===== src/rtl/tcu_pkg.sv =====
// Constants, types and register map of the timer compare output unit.
// Assumes one clock; the timer tick comes from clock-select logic on clk.
//
// What this block does
// - Compare counter with active compare continuously
// - Compare flag sets one timer tick later
// - Compare irq needs flag, enable, global enable
// - Interrupt entry clears compare flag
// - Writing one clears compare flag
// - Waveform from match, mode, action, extremes
// - PWM modes buffer compare, load at top/bottom
// - Normal and clear-on-match write compare directly
// - Buffered mode accesses go to buffer
// - Non-PWM force strobe acts like match on output, no flag
// - Counter write blocks next tick's match
// - Output register kept across mode changes
// - Action select unbuffered, applies next match
// - Reset clears output register to zero
// - Nonzero action overrides port, direction decides
// - Action zero leaves output register unchanged
// - Mode sets counting, action does not
// - Non-PWM set/clear/toggle; PWM picks polarity
// - Normal mode increments, wraps FF to 00
// - Overflow flag sets when counter wraps FF to 00 or counts down to zero, in fast PWM when it becomes FF
// - Mode 2 clears counter on match
// - Mode 3 single-slope fast PWM
// - Mode 1 dual-slope phase correct PWM
// - PWM action 2 normal, 3 inverted, 1 toggles in fast PWM only
package tcu_pkg;

  localparam int ADDR_W = 3;
  localparam int DATA_W = 8;

  ////////////////////////////////////////////////////////////////////////////
  // Register offsets
  localparam logic [2:0] OFS_COUNTER = 3'h0;
  localparam logic [2:0] OFS_COMPARE = 3'h1;
  localparam logic [2:0] OFS_CONTROL = 3'h2;
  localparam logic [2:0] OFS_FLAGS = 3'h3;
  localparam logic [2:0] OFS_IRQ_EN = 3'h4;
  localparam logic [2:0] OFS_PIN = 3'h5;

  // Field positions
  localparam int CTL_MODE_LSB = 0;
  localparam int CTL_ACT_LSB = 4;
  localparam int CTL_FORCE_BIT = 7;
  localparam int FLG_OVF_BIT = 0;
  localparam int FLG_CMP_BIT = 1;
  localparam int PIN_PORT_BIT = 0;
  localparam int PIN_DIR_BIT = 1;

  localparam logic [7:0] CNT_MAX = 8'hFF;
  localparam logic [7:0] CNT_BOTTOM = 8'h00;
  localparam logic [7:0] CNT_STEP = 8'h01;
  localparam logic [7:0] REG_RESET = 8'h00;

  ////////////////////////////////////////////////////////////////////////////
  // Modes and actions
  typedef enum logic [1:0] {
    MODE_NORMAL = 2'b00,
    MODE_PHASE_PWM = 2'b01,
    MODE_CLEAR_ON_MATCH = 2'b10,
    MODE_FAST_PWM = 2'b11
  } tcu_mode_e;

  typedef enum logic [1:0] {
    ACT_NONE = 2'b00,
    ACT_TOGGLE = 2'b01,
    ACT_CLEAR = 2'b10,
    ACT_SET = 2'b11
  } tcu_act_e;

  typedef struct packed {
    tcu_act_e action;
    tcu_mode_e mode;
  } tcu_ctrl_s;

  localparam tcu_ctrl_s CTRL_RESET = '{action: ACT_NONE, mode: MODE_NORMAL};

endpackage


===== src/rtl/tcu_compare_unit.sv =====
// Timer counter with one compare channel, waveform output and pin override.
// Assumes timer_tick is a one-cycle enable on clk from clock-select logic,
// and that irq acknowledge pulses come from the interrupt controller.
//
// Decided for this implementation: strobed register access and the register addresses.
module tcu_compare_unit (
  // Clock and reset
  input wire logic clk,
  input wire logic srst,
  // Register port
  input wire logic [tcu_pkg::ADDR_W-1:0] addr,
  input wire logic [tcu_pkg::DATA_W-1:0] wdata,
  input wire logic wr_stb,
  input wire logic rd_stb,
  output logic [tcu_pkg::DATA_W-1:0] rdata,
  // Timer clock enable
  input wire logic timer_tick,
  // Interrupt side
  input wire logic global_irq_enable,
  input wire logic compare_irq_ack,
  input wire logic overflow_irq_ack,
  output logic compare_irq_req,
  output logic overflow_irq_req,
  // Compare output pin
  output logic pin_out,
  output logic pin_oe
);

  ////////////////////////////////////////////////////////////////////////////
  // State
  logic [7:0] counter_value_r;
  logic [7:0] compare_value_r;
  logic [7:0] compare_buf_r;
  tcu_pkg::tcu_ctrl_s ctrl_r;
  logic count_down_r;
  logic block_r;
  logic compare_output_r;
  logic compare_flag_r;
  logic overflow_flag_r;
  logic compare_irq_enable_r;
  logic overflow_irq_enable_r;
  logic port_value_r;
  logic compare_pin_direction_bit_r;
  logic [7:0] rdata_r;

  logic [7:0] counter_nxt;
  logic count_down_nxt;
  logic match;
  logic is_pwm;
  logic wr_counter;
  logic wr_compare;
  logic wr_control;
  logic wr_flags;
  logic force_compare_strobe;
  logic load_buffer;
  logic overflow_event;
  logic oc_nxt;
  logic act_noninv;
  tcu_pkg::tcu_ctrl_s ctrl_wr;

  assign is_pwm = (ctrl_r.mode == tcu_pkg::MODE_PHASE_PWM) ||
                  (ctrl_r.mode == tcu_pkg::MODE_FAST_PWM);
  assign wr_counter = wr_stb && (addr == tcu_pkg::OFS_COUNTER);
  assign wr_compare = wr_stb && (addr == tcu_pkg::OFS_COMPARE);
  assign wr_control = wr_stb && (addr == tcu_pkg::OFS_CONTROL);
  assign wr_flags = wr_stb && (addr == tcu_pkg::OFS_FLAGS);
  // Strobe is not stored; the mode and action written with it decide it
  assign ctrl_wr = tcu_pkg::tcu_ctrl_s'({wdata[tcu_pkg::CTL_ACT_LSB +: 2],
                                         wdata[tcu_pkg::CTL_MODE_LSB +: 2]});
  assign force_compare_strobe = wr_control && wdata[tcu_pkg::CTL_FORCE_BIT] &&
    (ctrl_wr.mode == tcu_pkg::MODE_NORMAL ||
     ctrl_wr.mode == tcu_pkg::MODE_CLEAR_ON_MATCH);

  // Equality is live; a counter write blanks it for one timer tick
  assign match = (counter_value_r == compare_value_r) && !block_r;

  ////////////////////////////////////////////////////////////////////////////
  // Counter sequencing, chosen by mode only
  always_comb begin
    counter_nxt = counter_value_r + tcu_pkg::CNT_STEP;
    count_down_nxt = count_down_r;
    unique case (ctrl_r.mode)
      tcu_pkg::MODE_NORMAL: begin
        count_down_nxt = 1'b0;
      end
      tcu_pkg::MODE_CLEAR_ON_MATCH: begin
        count_down_nxt = 1'b0;
        if (match) begin
          counter_nxt = tcu_pkg::CNT_BOTTOM;
        end
      end
      tcu_pkg::MODE_FAST_PWM: begin
        count_down_nxt = 1'b0;
        if (counter_value_r == tcu_pkg::CNT_MAX) begin
          counter_nxt = tcu_pkg::CNT_BOTTOM;
        end
      end
      tcu_pkg::MODE_PHASE_PWM: begin
        if (counter_value_r == tcu_pkg::CNT_MAX) begin
          count_down_nxt = 1'b1;
        end else if (counter_value_r == tcu_pkg::CNT_BOTTOM) begin
          count_down_nxt = 1'b0;
        end
        if (count_down_nxt) begin
          counter_nxt = counter_value_r - tcu_pkg::CNT_STEP;
        end else begin
          counter_nxt = counter_value_r + tcu_pkg::CNT_STEP;
        end
      end
    endcase
  end

  // Overflow point differs per mode
  always_comb begin
    unique case (ctrl_r.mode)
      tcu_pkg::MODE_FAST_PWM:
        overflow_event = counter_nxt == tcu_pkg::CNT_MAX;
      tcu_pkg::MODE_PHASE_PWM:
        overflow_event = (counter_nxt == tcu_pkg::CNT_BOTTOM) &&
                         count_down_nxt;
      default:
        overflow_event = (counter_value_r == tcu_pkg::CNT_MAX) &&
                         (counter_nxt == tcu_pkg::CNT_BOTTOM);
    endcase
  end

  // CPU write beats any count or clear, even with the timer stopped
  always_ff @(posedge clk) begin
    if (srst) begin
      counter_value_r <= tcu_pkg::REG_RESET;
      count_down_r <= 1'b0;
    end else if (wr_counter) begin
      counter_value_r <= wdata;
    end else if (timer_tick) begin
      counter_value_r <= counter_nxt;
      count_down_r <= count_down_nxt;
    end
  end

  // Blocking window lasts until the next timer tick
  always_ff @(posedge clk) begin
    if (srst) begin
      block_r <= 1'b0;
    end else if (wr_counter) begin
      block_r <= 1'b1;
    end else if (timer_tick) begin
      block_r <= 1'b0;
    end
  end

  ////////////////////////////////////////////////////////////////////////////
  // Compare value: buffered in PWM, direct otherwise
  // Fast PWM loads at the MAX-to-BOTTOM turn, phase PWM at top
  assign load_buffer = timer_tick && is_pwm && !wr_counter &&
                       (counter_value_r == tcu_pkg::CNT_MAX);

  always_ff @(posedge clk) begin
    if (srst) begin
      compare_buf_r <= tcu_pkg::REG_RESET;
    end else if (wr_compare) begin
      compare_buf_r <= wdata;
    end
  end

  always_ff @(posedge clk) begin
    if (srst) begin
      compare_value_r <= tcu_pkg::REG_RESET;
    end else if (wr_compare && !is_pwm) begin
      compare_value_r <= wdata;
    end else if (load_buffer) begin
      compare_value_r <= compare_buf_r;
    end
  end

  ////////////////////////////////////////////////////////////////////////////
  // Control, enables and pin register
  always_ff @(posedge clk) begin
    if (srst) begin
      ctrl_r <= tcu_pkg::CTRL_RESET;
    end else if (wr_control) begin
      // Takes effect at once; only the compare value is buffered
      ctrl_r <= ctrl_wr;
    end
  end

  always_ff @(posedge clk) begin
    if (srst) begin
      compare_irq_enable_r <= 1'b0;
      overflow_irq_enable_r <= 1'b0;
    end else if (wr_stb && (addr == tcu_pkg::OFS_IRQ_EN)) begin
      compare_irq_enable_r <= wdata[tcu_pkg::FLG_CMP_BIT];
      overflow_irq_enable_r <= wdata[tcu_pkg::FLG_OVF_BIT];
    end
  end

  always_ff @(posedge clk) begin
    if (srst) begin
      port_value_r <= 1'b0;
      compare_pin_direction_bit_r <= 1'b0;
    end else if (wr_stb && (addr == tcu_pkg::OFS_PIN)) begin
      port_value_r <= wdata[tcu_pkg::PIN_PORT_BIT];
      compare_pin_direction_bit_r <= wdata[tcu_pkg::PIN_DIR_BIT];
    end
  end

  ////////////////////////////////////////////////////////////////////////////
  // Flags: hardware set wins over any clear in the same cycle
  always_ff @(posedge clk) begin
    if (srst) begin
      compare_flag_r <= 1'b0;
    end else if (timer_tick && match && !wr_counter) begin
      compare_flag_r <= 1'b1;
    end else if (compare_irq_ack) begin
      compare_flag_r <= 1'b0;
    end else if (wr_flags && wdata[tcu_pkg::FLG_CMP_BIT]) begin
      compare_flag_r <= 1'b0;
    end
  end

  always_ff @(posedge clk) begin
    if (srst) begin
      overflow_flag_r <= 1'b0;
    end else if (timer_tick && overflow_event && !wr_counter) begin
      overflow_flag_r <= 1'b1;
    end else if (overflow_irq_ack) begin
      overflow_flag_r <= 1'b0;
    end else if (wr_flags && wdata[tcu_pkg::FLG_OVF_BIT]) begin
      overflow_flag_r <= 1'b0;
    end
  end

  assign compare_irq_req = compare_flag_r && compare_irq_enable_r &&
                           global_irq_enable;
  assign overflow_irq_req = overflow_flag_r && overflow_irq_enable_r &&
                            global_irq_enable;

  ////////////////////////////////////////////////////////////////////////////
  // Waveform generator
  assign act_noninv = ctrl_r.action == tcu_pkg::ACT_CLEAR;

  always_comb begin
    oc_nxt = compare_output_r;
    if (ctrl_r.action != tcu_pkg::ACT_NONE) begin
      unique case (ctrl_r.mode)
        tcu_pkg::MODE_NORMAL, tcu_pkg::MODE_CLEAR_ON_MATCH: begin
          if (ctrl_r.action == tcu_pkg::ACT_TOGGLE) begin
            oc_nxt = !compare_output_r;
          end else begin
            oc_nxt = ctrl_r.action == tcu_pkg::ACT_SET;
          end
        end
        tcu_pkg::MODE_FAST_PWM: begin
          if (ctrl_r.action == tcu_pkg::ACT_TOGGLE) begin
            oc_nxt = match ? !compare_output_r : compare_output_r;
          end else if (counter_value_r == tcu_pkg::CNT_MAX) begin
            // Bottom edge wins, so compare at MAX gives a steady level
            oc_nxt = act_noninv;
          end else if (match) begin
            oc_nxt = !act_noninv;
          end
        end
        tcu_pkg::MODE_PHASE_PWM: begin
          // At MAX the slope turns down, at BOTTOM it turns up
          if (match && ctrl_r.action != tcu_pkg::ACT_TOGGLE) begin
            oc_nxt = count_down_nxt ? act_noninv : !act_noninv;
          end
        end
      endcase
    end
  end

  // Mode changes do not touch this register
  always_ff @(posedge clk) begin
    if (srst) begin
      compare_output_r <= 1'b0;
    end else if (force_compare_strobe &&
                 ctrl_wr.action != tcu_pkg::ACT_NONE) begin
      if (ctrl_wr.action == tcu_pkg::ACT_TOGGLE) begin
        compare_output_r <= !compare_output_r;
      end else begin
        compare_output_r <= ctrl_wr.action == tcu_pkg::ACT_SET;
      end
    end else if (timer_tick && !wr_counter && (match || is_pwm)) begin
      compare_output_r <= oc_nxt;
    end
  end

  // Direction bit alone decides whether the pin drives
  assign pin_out = (ctrl_r.action != tcu_pkg::ACT_NONE) ?
                   compare_output_r : port_value_r;
  assign pin_oe = compare_pin_direction_bit_r;

  ////////////////////////////////////////////////////////////////////////////
  // Read port: data one cycle after the strobe, zero otherwise
  always_ff @(posedge clk) begin
    if (srst) begin
      rdata_r <= tcu_pkg::REG_RESET;
    end else if (rd_stb) begin
      rdata_r <= tcu_pkg::REG_RESET;
      unique case (addr)
        tcu_pkg::OFS_COUNTER: rdata_r <= counter_value_r;
        tcu_pkg::OFS_COMPARE:
          rdata_r <= is_pwm ? compare_buf_r : compare_value_r;
        tcu_pkg::OFS_CONTROL: begin
          rdata_r[tcu_pkg::CTL_MODE_LSB +: 2] <= ctrl_r.mode;
          rdata_r[tcu_pkg::CTL_ACT_LSB +: 2] <= ctrl_r.action;
        end
        tcu_pkg::OFS_FLAGS: begin
          rdata_r[tcu_pkg::FLG_CMP_BIT] <= compare_flag_r;
          rdata_r[tcu_pkg::FLG_OVF_BIT] <= overflow_flag_r;
        end
        tcu_pkg::OFS_IRQ_EN: begin
          rdata_r[tcu_pkg::FLG_CMP_BIT] <= compare_irq_enable_r;
          rdata_r[tcu_pkg::FLG_OVF_BIT] <= overflow_irq_enable_r;
        end
        tcu_pkg::OFS_PIN: begin
          rdata_r[tcu_pkg::PIN_PORT_BIT] <= port_value_r;
          rdata_r[tcu_pkg::PIN_DIR_BIT] <= compare_pin_direction_bit_r;
        end
        default: rdata_r <= tcu_pkg::REG_RESET;
      endcase
    end else begin
      rdata_r <= tcu_pkg::REG_RESET;
    end
  end

  assign rdata = rdata_r;

  ////////////////////////////////////////////////////////////////////////////
  // Checks
  property p_flag_after_match;
    @(posedge clk) disable iff (srst)
      timer_tick && match && !wr_counter |=> compare_flag_r;
  endproperty
  a_flag_after_match: assert property (p_flag_after_match)
    else $error("compare flag not set after match");
  property p_irq_gate;
    @(posedge clk) disable iff (srst)
      compare_irq_req == (compare_flag_r && compare_irq_enable_r &&
                          global_irq_enable);
  endproperty
  a_irq_gate: assert property (p_irq_gate)
    else $error("compare irq request wrongly gated");
  property p_ack_clears;
    @(posedge clk) disable iff (srst)
      compare_irq_ack && !(timer_tick && match) |=> !compare_flag_r;
  endproperty
  a_ack_clears: assert property (p_ack_clears)
    else $error("interrupt entry did not clear flag");
  property p_block_after_write;
    @(posedge clk) disable iff (srst)
      wr_counter |=> !match;
  endproperty
  a_block_after_write: assert property (p_block_after_write)
    else $error("match seen right after counter write");
  property p_normal_wrap;
    @(posedge clk) disable iff (srst)
      timer_tick && !wr_counter && ctrl_r.mode == tcu_pkg::MODE_NORMAL &&
      counter_value_r == tcu_pkg::CNT_MAX
      |=> counter_value_r == tcu_pkg::CNT_BOTTOM && overflow_flag_r;
  endproperty
  a_normal_wrap: assert property (p_normal_wrap)
    else $error("normal mode wrap or overflow wrong");
  property p_ctc_clear;
    @(posedge clk) disable iff (srst)
      timer_tick && !wr_counter && match &&
      ctrl_r.mode == tcu_pkg::MODE_CLEAR_ON_MATCH
      |=> counter_value_r == tcu_pkg::CNT_BOTTOM;
  endproperty
  a_ctc_clear: assert property (p_ctc_clear)
    else $error("counter not cleared on match");
  property p_force_no_flag;
    @(posedge clk) disable iff (srst)
      force_compare_strobe && !timer_tick && !compare_flag_r
      |=> !compare_flag_r && $stable(counter_value_r);
  endproperty
  a_force_no_flag: assert property (p_force_no_flag)
    else $error("forced compare touched flag or counter");
  property p_action_none_holds;
    @(posedge clk) disable iff (srst)
      ctrl_r.action == tcu_pkg::ACT_NONE && !wr_control
      |=> $stable(compare_output_r);
  endproperty
  a_action_none_holds: assert property (p_action_none_holds)
    else $error("output register changed with action none");
  property p_pwm_buffered;
    @(posedge clk) disable iff (srst)
      is_pwm && !load_buffer && !wr_control |=> $stable(compare_value_r);
  endproperty
  a_pwm_buffered: assert property (p_pwm_buffered)
    else $error("active compare changed outside update point");
  property p_pin_override;
    @(posedge clk) disable iff (srst)
      pin_out == ((ctrl_r.action != tcu_pkg::ACT_NONE) ?
                  compare_output_r : port_value_r);
  endproperty
  a_pin_override: assert property (p_pin_override)
    else $error("pin source selection wrong");
endmodule


===== config.mk =====
export PLATFORM = sky130hd
export DESIGN_NAME = tcu_compare_unit
export DESIGN_NICKNAME = d
export VERILOG_FILES = /design/src/rtl/tcu_pkg.sv /design/src/rtl/tcu_compare_unit.sv
export SDC_FILE = /design/constraint.sdc
export NUM_CORES = 1
export LEC_CHECK = 0
export BUFFER_PORTS_ARGS = -buffer_cell sky130_fd_sc_hd__buf_2
export CELL_PAD_IN_SITES_DETAIL_PLACEMENT = 0
export CELL_PAD_IN_SITES_GLOBAL_PLACEMENT = 2
export CORE_UTILIZATION = 37
export DETAILED_ROUTE_END_ITERATION = 10
export GPL_TIMING_DRIVEN = 0
export PLACE_DENSITY = 0.9
export SLEW_MARGIN = 10
export SYNTH_ARGS = -nofsm -noshare
export SYNTH_HDL_FRONTEND = slang
export SYNTH_SLANG_ARGS = --single-unit

===== constraint.sdc =====
create_clock -name clk -period 6.1 [get_ports clk]
set_input_delay 0 -clock clk [delete_from_list [all_inputs] [get_ports clk]]
set_output_delay 0 -clock clk [all_outputs]
set_load 0.05 [all_outputs]

==> results of run 1 <==
[worst max-delay path, delay by kind of cell, from the launching register on]
family / cells / cell delay, ns
flops: 1 / 0.34
buf+inv: 2 / 0.49
simple gates: 3 / 0.90
compound gates: 4 / 1.01
fa+ha+maj: 1 / 0.23
[what timing repair did]
action | in CTS | in global routing
hold endpoints to repair | 12 | 0
endpoints found under the setup margin | 0 | 0
hold buffers | 7 | 0
[cells by family (layout without fill, tap and decap cells)]
group,after synthesis,count (layout),synth area share (%)
buf+inv,35,79,4.99
compound gates,99,99,24.1
simple gates,157,157,27.0
fa+ha+maj,3,3,1.30
xor+xnor,10,10,3.04
flops,45,45,31.3
mux,23,23,8.29
[sequential cells by signal, indices dropped and copies added (netlist names)]
register / cells
block_r: 1
compare_irq_enable_r: 1
compare_output_r: 1
count_down_r: 1
compare_value_r: 8
overflow_irq_enable_r: 1
overflow_flag_r: 1
rdata: 8
compare_buf_r: 8
compare_flag_r: 1
counter_value_r: 8
pin_oe: 1
ctrl_r: 4
port_value_r: 1
[area by class of cell]
| class | instances | area share, % |
|---|---|---|
| Multi-Input combinational cell | 292 | 55.1 |
| Sequential cell | 45 | 27.0 |
| Timing Repair Buffer | 36 | 6.46 |
| Tap cell | 99 | 3.72 |
| Buffer | 28 | 3.53 |
| Clock buffer | 6 | 2.18 |
| Clock inverter | 2 | 1.16 |
| Inverter | 7 | 0.789 |
[layer usage]
| layer | global-route usage [%] | up-vias | part of all wire (%) |
|---|---|---|---|
| met5 | 0 | - | 0 |
| met4 | 5.11 | 0 | 1.1 |
| met3 | 3.20 | 10 | 7.2 |
| met2 | 36.2 | 114 | 45 |
| met1 | 33.0 | 1401 | 47 |
| li1 | - | 1437 | - |
[cells in the final DEF, fill, tap and decap left out, types with 3 or more instances in the layout]
cell type and instances:
o21ai_0 13, and3_1 3, and3b_1 3, a211oi_1 12, nor2_1 45, nand4_1 6
inv_1 6, mux2i_1 16, mux2_2 7, o211ai_1 5, clkbuf_1 19, xor2_1 8
a22oi_1 10, dlygate4sd3_1 7, nand2b_1 4, nor4b_1 3, nand3_1 11, nor4_1 4
ha_1 3, a32oi_1 3, nand2_1 49, a21oi_1 30, clkbuf_8 5, nor2b_1 5
buf_2 36, dfxtp_1 45, nand3b_1 6, o31ai_1 3, a31oi_1 4, nor3_1 6
[through the flow]
stage,util (%),std cells
floorplan,-,372
global placement,42.5,500
detailed placement,42.5,500
CTS,45.0,515
global route,45.0,515
finish,45.0,515
[path summary, 6_finish.rpt]
| check | cells past startpoint | slack (ns) | startpoint | to |
|---|---|---|---|---|
| worst min register to register | 2 | 0.47 | block_r | block_r |
| worst max register to register | 10 | 3.02 | counter_value_r[0] | overflow_flag_r |
| worst min-delay path | 3 | 0.02 | rd_stb | rdata[1] |
| worst max-delay path | 10 | 3.02 | counter_value_r[0] | overflow_flag_r |
[power by group through the flow]
stage | sequential [W] | combinational [W] | clock, W
after global placement | 0.000317 | 0.000123 | 0
after CTS | 0.000310 | 0.000127 | 0.000233
after global routing | 0.000311 | 0.000141 | 0.000246
final | 0.000310 | 0.000129 | 0.000233
after floorplan | 0.000317 | 0.0000838 | 0
after detailed placement | 0.000317 | 0.000123 | 0
==> results by group, run 1 <==
Run status
  • Run status: finished, final reports clean

Synthesis
  • Main synth FF type: dfxtp_1
  • EDFF count, synth: 0
  • Sequential element share of the synthesized area: roughly 31%
  • Net Count, Synth: ~390
  • Post-synth top area share: between 30% and 40%
  • Yosys cell types: 58
  • Synth area leaders: dfxtp_1, nand2_1, nor2_1
  • Mean Syn Cell Area: just under 8 um^2
  • Yosys warnings: 0
  • Number of synthesized register bits: 45
  • Most common cell in the synthesized netlist: nand2_1
  • FFs w/ async S/R, synth: 0%
  • Post-synth top area cell: dfxtp_1
  • Synthesized area: between 2000 and 3000 um^2
  • Commonest cells post-synth: nand2_1, dfxtp_1, nor2_1
  • Mapped Cells: ~370

Global route
  • Largest net degree at the start of global routing: 15
  • Total track usage: between 20% and 30%
  • Total gr overflow: 0
  • Initial antenna violation count: 0
  • Vias in the first global route: 2725
  • First-pass GRT wire length: around 15000 um

Cells and area
  • Filler cells: roughly 780
  • # nets final: approximately 440
  • Multi-input gate area: between 1500 and 2000 um^2
  • Design area: ~3300 um^2
  • P&R area growth vs syn: 15.6%
  • Reg area: around 900 um^2
  • N_diodes: 0
  • Layout cell share with drive strength beyond 1: between 10 and 15%

Pwr
  • Tot Pwr: 0.000672 W
  • Internal power consumption: between 0.0004 and 0.0005 W
  • Max IR drop VDD: 104 uV
  • LEAKAGE: between 1 and 1.5 nW
  • Combinational share of power: 19.2%
  • Reg power frac: a little under half
  • Switching share of total power: between 20 and 30%
  • Switch Pwr: about 0.0002 W
  • Pwr dens: roughly 200 nW/um^2
  • Clock power share: approximately a third

Clock tree
  • CTS tree: done
  • # resized after CTS: 0
  • CTS Sinks: 45
  • Number of setup buffers added after CTS: 0
  • Worst-path clk slew: 0.09 ns
  • H-tree depth: 2
  • Worst skew pair latency: 0.30 ns
  • CTS Buf Count: 5
  • Root Buffer: clkbuf_8
  • Max clock buf depth: 2

STA
  • Final hold vios: 0
  • Final setup margin: 3.02 ns
  • Worst-Margin Slew: 1.01 ns
  • Setup TNS: 0 ns
  • Clk_skew: slightly above 0.009 ns
  • Final setup violation count: 0
  • Min Tclk post-route: about 3.1 ns
  • Crit share post-route: about half
  • Max-slew headroom: about a third
  • FMAX: approximately 0.33 GHz
  • Final hold slack: ~0.024 ns
  • RSZ-0062 raised after global routing: no
  • Slew Viols, Final: 0

Detailed routing
  • Final ANT Viol Nets: 0
  • 1st-pass router iterations: 4
  • Vias per inst: 5.75
  • Total wire length: 9200 um
  • Via Count: approximately 3000
  • Routed len/inst: roughly 18 um
  • DR iter-0 viols: between 200 and 250
  • DRC: 0

Setup path
  • Worst Path Arrival: 3.28 ns
  • Delay of the slowest cell on the worst path: about 0.52 ns
  • Startpoint types: flip-flop
  • Crit end category: flip-flop
  • CP max stage cell: or4_1
  • Worst-path maximum fanout: 10
  • Worst Path Required: about 6.3 ns
  • Setup Crit Path Kind: flip-flop to flip-flop
  • CP Cell Sequence: clkbuf_1 -> inv_1 -> ha_1 -> nand4_4 -> a32oi_4 -> a32oi_1 -> nand4b_1 -> or4_1 -> o31a_1 -> o31ai_1

Placement
  • Routability cong.: just under 0.9
  • Post-DP Area: roughly 3200 um^2
  • Place WS: 3.08 ns
  • Number of port buffers: 29
  • Dpl hpwl: 6890 um

Floorplan
  • Die Footprint: ~8100 um^2
  • Core ar.: approximately 7400 um^2
  • Starting Density: roughly two fifths
  • I/O pin count: 31
  • Chip Width: around 90 um
  • Die height: between 90 and 100 um
  • Site Rows: 31

Job
  • Max-cap check violation count: 0

Min path
  • Worst hold path type: input port to flip-flop
No activity file was read; power rests on OpenSTA's default activity.
==> run 2: changes to the inputs <==
Settings changed: CORE_UTILIZATION 37 to 31, PLACE_DENSITY 0.9 to 0.81.
Clock period 6.1 ns to 2.65 ns, I/O delays scaled along.
==> results by group, run 2 (synthesis gave the netlist of run 1 again) <==
Setup path
  • Delay of the slowest cell on the worst path: 0.41 ns (-0.11 ns)
  • Crit end category: flip-flop
  • Startpoint types: flip-flop
  • Worst-path maximum fanout: 9 (-1)
  • Worst Path Arrival: 2.97 ns (-0.31 ns)
  • CP Cell Sequence: buf_2 -> inv_1 -> ha_2 -> nand4_4 -> a32oi_4 -> buf_4 -> a32oi_1 -> a22o_1 -> or4_1 -> o31a_1 -> o31ai_2
  • Setup Crit Path Kind: flip-flop to flip-flop
  • Worst Path Required: 2.86 ns (-3.44 ns)
  • R2R Setup Slk: -0.10 ns (-3.13 ns)
  • CP max stage cell: or4_1
  • CP delay by family, top: compound AO/OA/AOI/OAI gates
  • WP buf/inv: 3 (+1)

Floorplan
  • Core ar.: 8850 um^2 (+19%)
  • Die height: 98.4 um (+9.0%)
  • I/O pin count: 31 (unchanged)
  • Starting Density: 32.6% (-6.3 points)
  • Die Footprint: 9680 um^2 (+19%)
  • Chip Width: 98.4 um (+9.0%)
  • Site Rows: 34 (+9.7%)

Run status
  • Violated checks: negative setup slack
  • Run status: complete, but fails checks

Global route
  • Total gr overflow: 0 (unchanged)
  • Total track usage: 20.1% (-2.8 points)
  • Initial antenna violation count: 0 (unchanged)
  • Largest net degree at the start of global routing: 15 (unchanged)
  • Vias in the first global route: 2789 (+2.3%)
  • First-pass GRT wire length: 15200 um (+3.3%)

Placement
  • Placed cells: 509 (+1.8%)
  • Routability cong.: 0.835 (-4.7%)
  • Dpl hpwl: 7040 um (+2.1%)
  • Number of port buffers: 29 (unchanged)

Clock tree
  • Worst skew pair latency: 0.30 ns (about the same)
  • H-tree depth: 2 (unchanged)
  • Worst-path clk slew: 0.09 ns (about the same)
  • Root Buffer: clkbuf_8
  • CTS Buf Count: 5 (unchanged)
  • CTS tree: done
  • CTS Sinks: 45 (unchanged)
  • Max clock buf depth: 2 (unchanged)

STA
  • RSZ-0062 raised after global routing: yes
  • Max-slew headroom: 44.3% (+12 points)
  • Min Tclk post-route: 2.75 ns (-0.323 ns)
  • Final setup violation count: 1 (+1)
  • Final setup margin: -0.103 ns (-3.13 ns)
  • Final hold vios: 0 (unchanged)
  • Crit share post-route: 104% (+53 points)
  • Worst-Margin Slew: 0.829 ns (-0.182 ns)
  • FMAX: 0.363 GHz (+12%)
  • Slew Viols, Final: 0 (unchanged)
  • Clk_skew: 0.00469 ns (-0.00445 ns)

Pwr
  • Internal power consumption: 0.00113 W (+140%)
  • Pwr dens: 453 nW/um^2 (+120%)
  • LEAKAGE: 1.36 nW (+6.0%)
  • Tot Pwr: 0.00161 W (+140%)
  • Clock power share: 34.6% (about the same)
  • Max IR drop VDD: 238 uV (+130%)
  • Switching share of total power: 29.6% (-0.24 points)
  • Combinational share of power: 20.8% (+1.6 points)
  • Switch Pwr: 0.000477 W (+140%)
  • Reg power frac: 44.6% (-1.6 points)

Min path
  • Worst hold path type: input port to flip-flop

Cells and area
  • Most common cell after layout, fill and taps aside: nand2_1
  • # nets final: 449 (+2.7%)
  • N_diodes: 0 (unchanged)
  • Most frequent cells in the layout: nand2_1, nor2_1, dfxtp_1
  • Utilization after layout: 40.1% (-4.9 points)
  • P&R area growth vs syn: 23.1%
  • Layout cell share with drive strength beyond 1: 21.3% (+6.6 points)
  • Non-Filler Instances: 536 (+4.1%)

Detailed routing
  • DR iter-0 viols: 145 (-33%)
  • Final ANT Viol Nets: 0 (unchanged)
  • 1st-pass router iterations: 4 (unchanged)
  • Vias per inst: 5.44 (-5.5%)
  • DRC: 0 (unchanged)
  • Routed len/inst: 18.2 um (+2.0%)
  • Total wire length: 9770 um (+6.1%)
  • Via Count: 2914 (-1.6%)

Job
  • Max-cap check violation count: 0 (unchanged)
run 2: cell type report:
class,count,area [um^2]
Tap cell,108,135
Inverter,7,26.3
Sequential cell,45,906
Timing Repair Buffer,48,300
Buffer,28,131
Multi-Input combinational cell,292,1930
Clock inverter,2,37.5
Clock buffer,6,82.6
Fill cell,964,5300
run 2: routing by layer:
layer  up-vias  share of wire, %  GRT usage, %  routed length (um)
met5         -                 0             0                   0
met4         0               1.9          6.54                 189
met3        12               4.1          1.99                 400
met2        71                47          33.3                4590
met1      1377                47          27.5                4590
li1       1454                 -             -                   -
run 2: worst paths after layout:
path | startpoint | end | cells after the start
hold / removal | wdata[5] | compare_buf_r[5] | 3
hold reg to reg | block_r | block_r | 2
setup / recovery | counter_value_r[1] | overflow_flag_r | 11
setup reg to reg | counter_value_r[1] | overflow_flag_r | 11
run 2: power by group through the flow:
stage	sequential (W)	combinational (W)	clock, W
6_report	0.000716	0.000335	0.000557
4_1_cts	0.000714	0.000300	0.000564
2_1_floorplan	0.000730	0.000193	0
3_5_place_dp	0.000729	0.000285	0
5_1_grt	0.000719	0.000364	0.000589
3_3_place_gp	0.000729	0.000285	0
run 2: worst register-to-register path, delay by kind of cell (launching register included):
kind | cells | cell delay [ns]
buf+inv | 3 | 0.52
compound gates | 5 | 1.07
fa+ha+maj | 1 | 0.21
simple gates | 2 | 0.56
flops | 1 | 0.34
run 2: stage by stage:
stage	TNS (ns)	hold WS, ns	cell area (um^2)	worst slack [ns]
after floorplan	0	0.136	2880	0.103
after global placement	-1.52	0.282	3160	-0.489
after global routing	-0.386	0.0188	3550	-0.229
after CTS	-0.0977	0.0169	3390	-0.0977
final	-0.103	0.0233	3550	-0.103
after detailed placement	-1.26	0.286	3160	-0.439
run 2: repair_timing:
action,CTS,global route
hold buffers,5,0
setup endpoints to repair,10,4
endpoints found under the hold margin,6,0
resized for setup,9,18
setup buffers,3,11
pin swaps,4,8
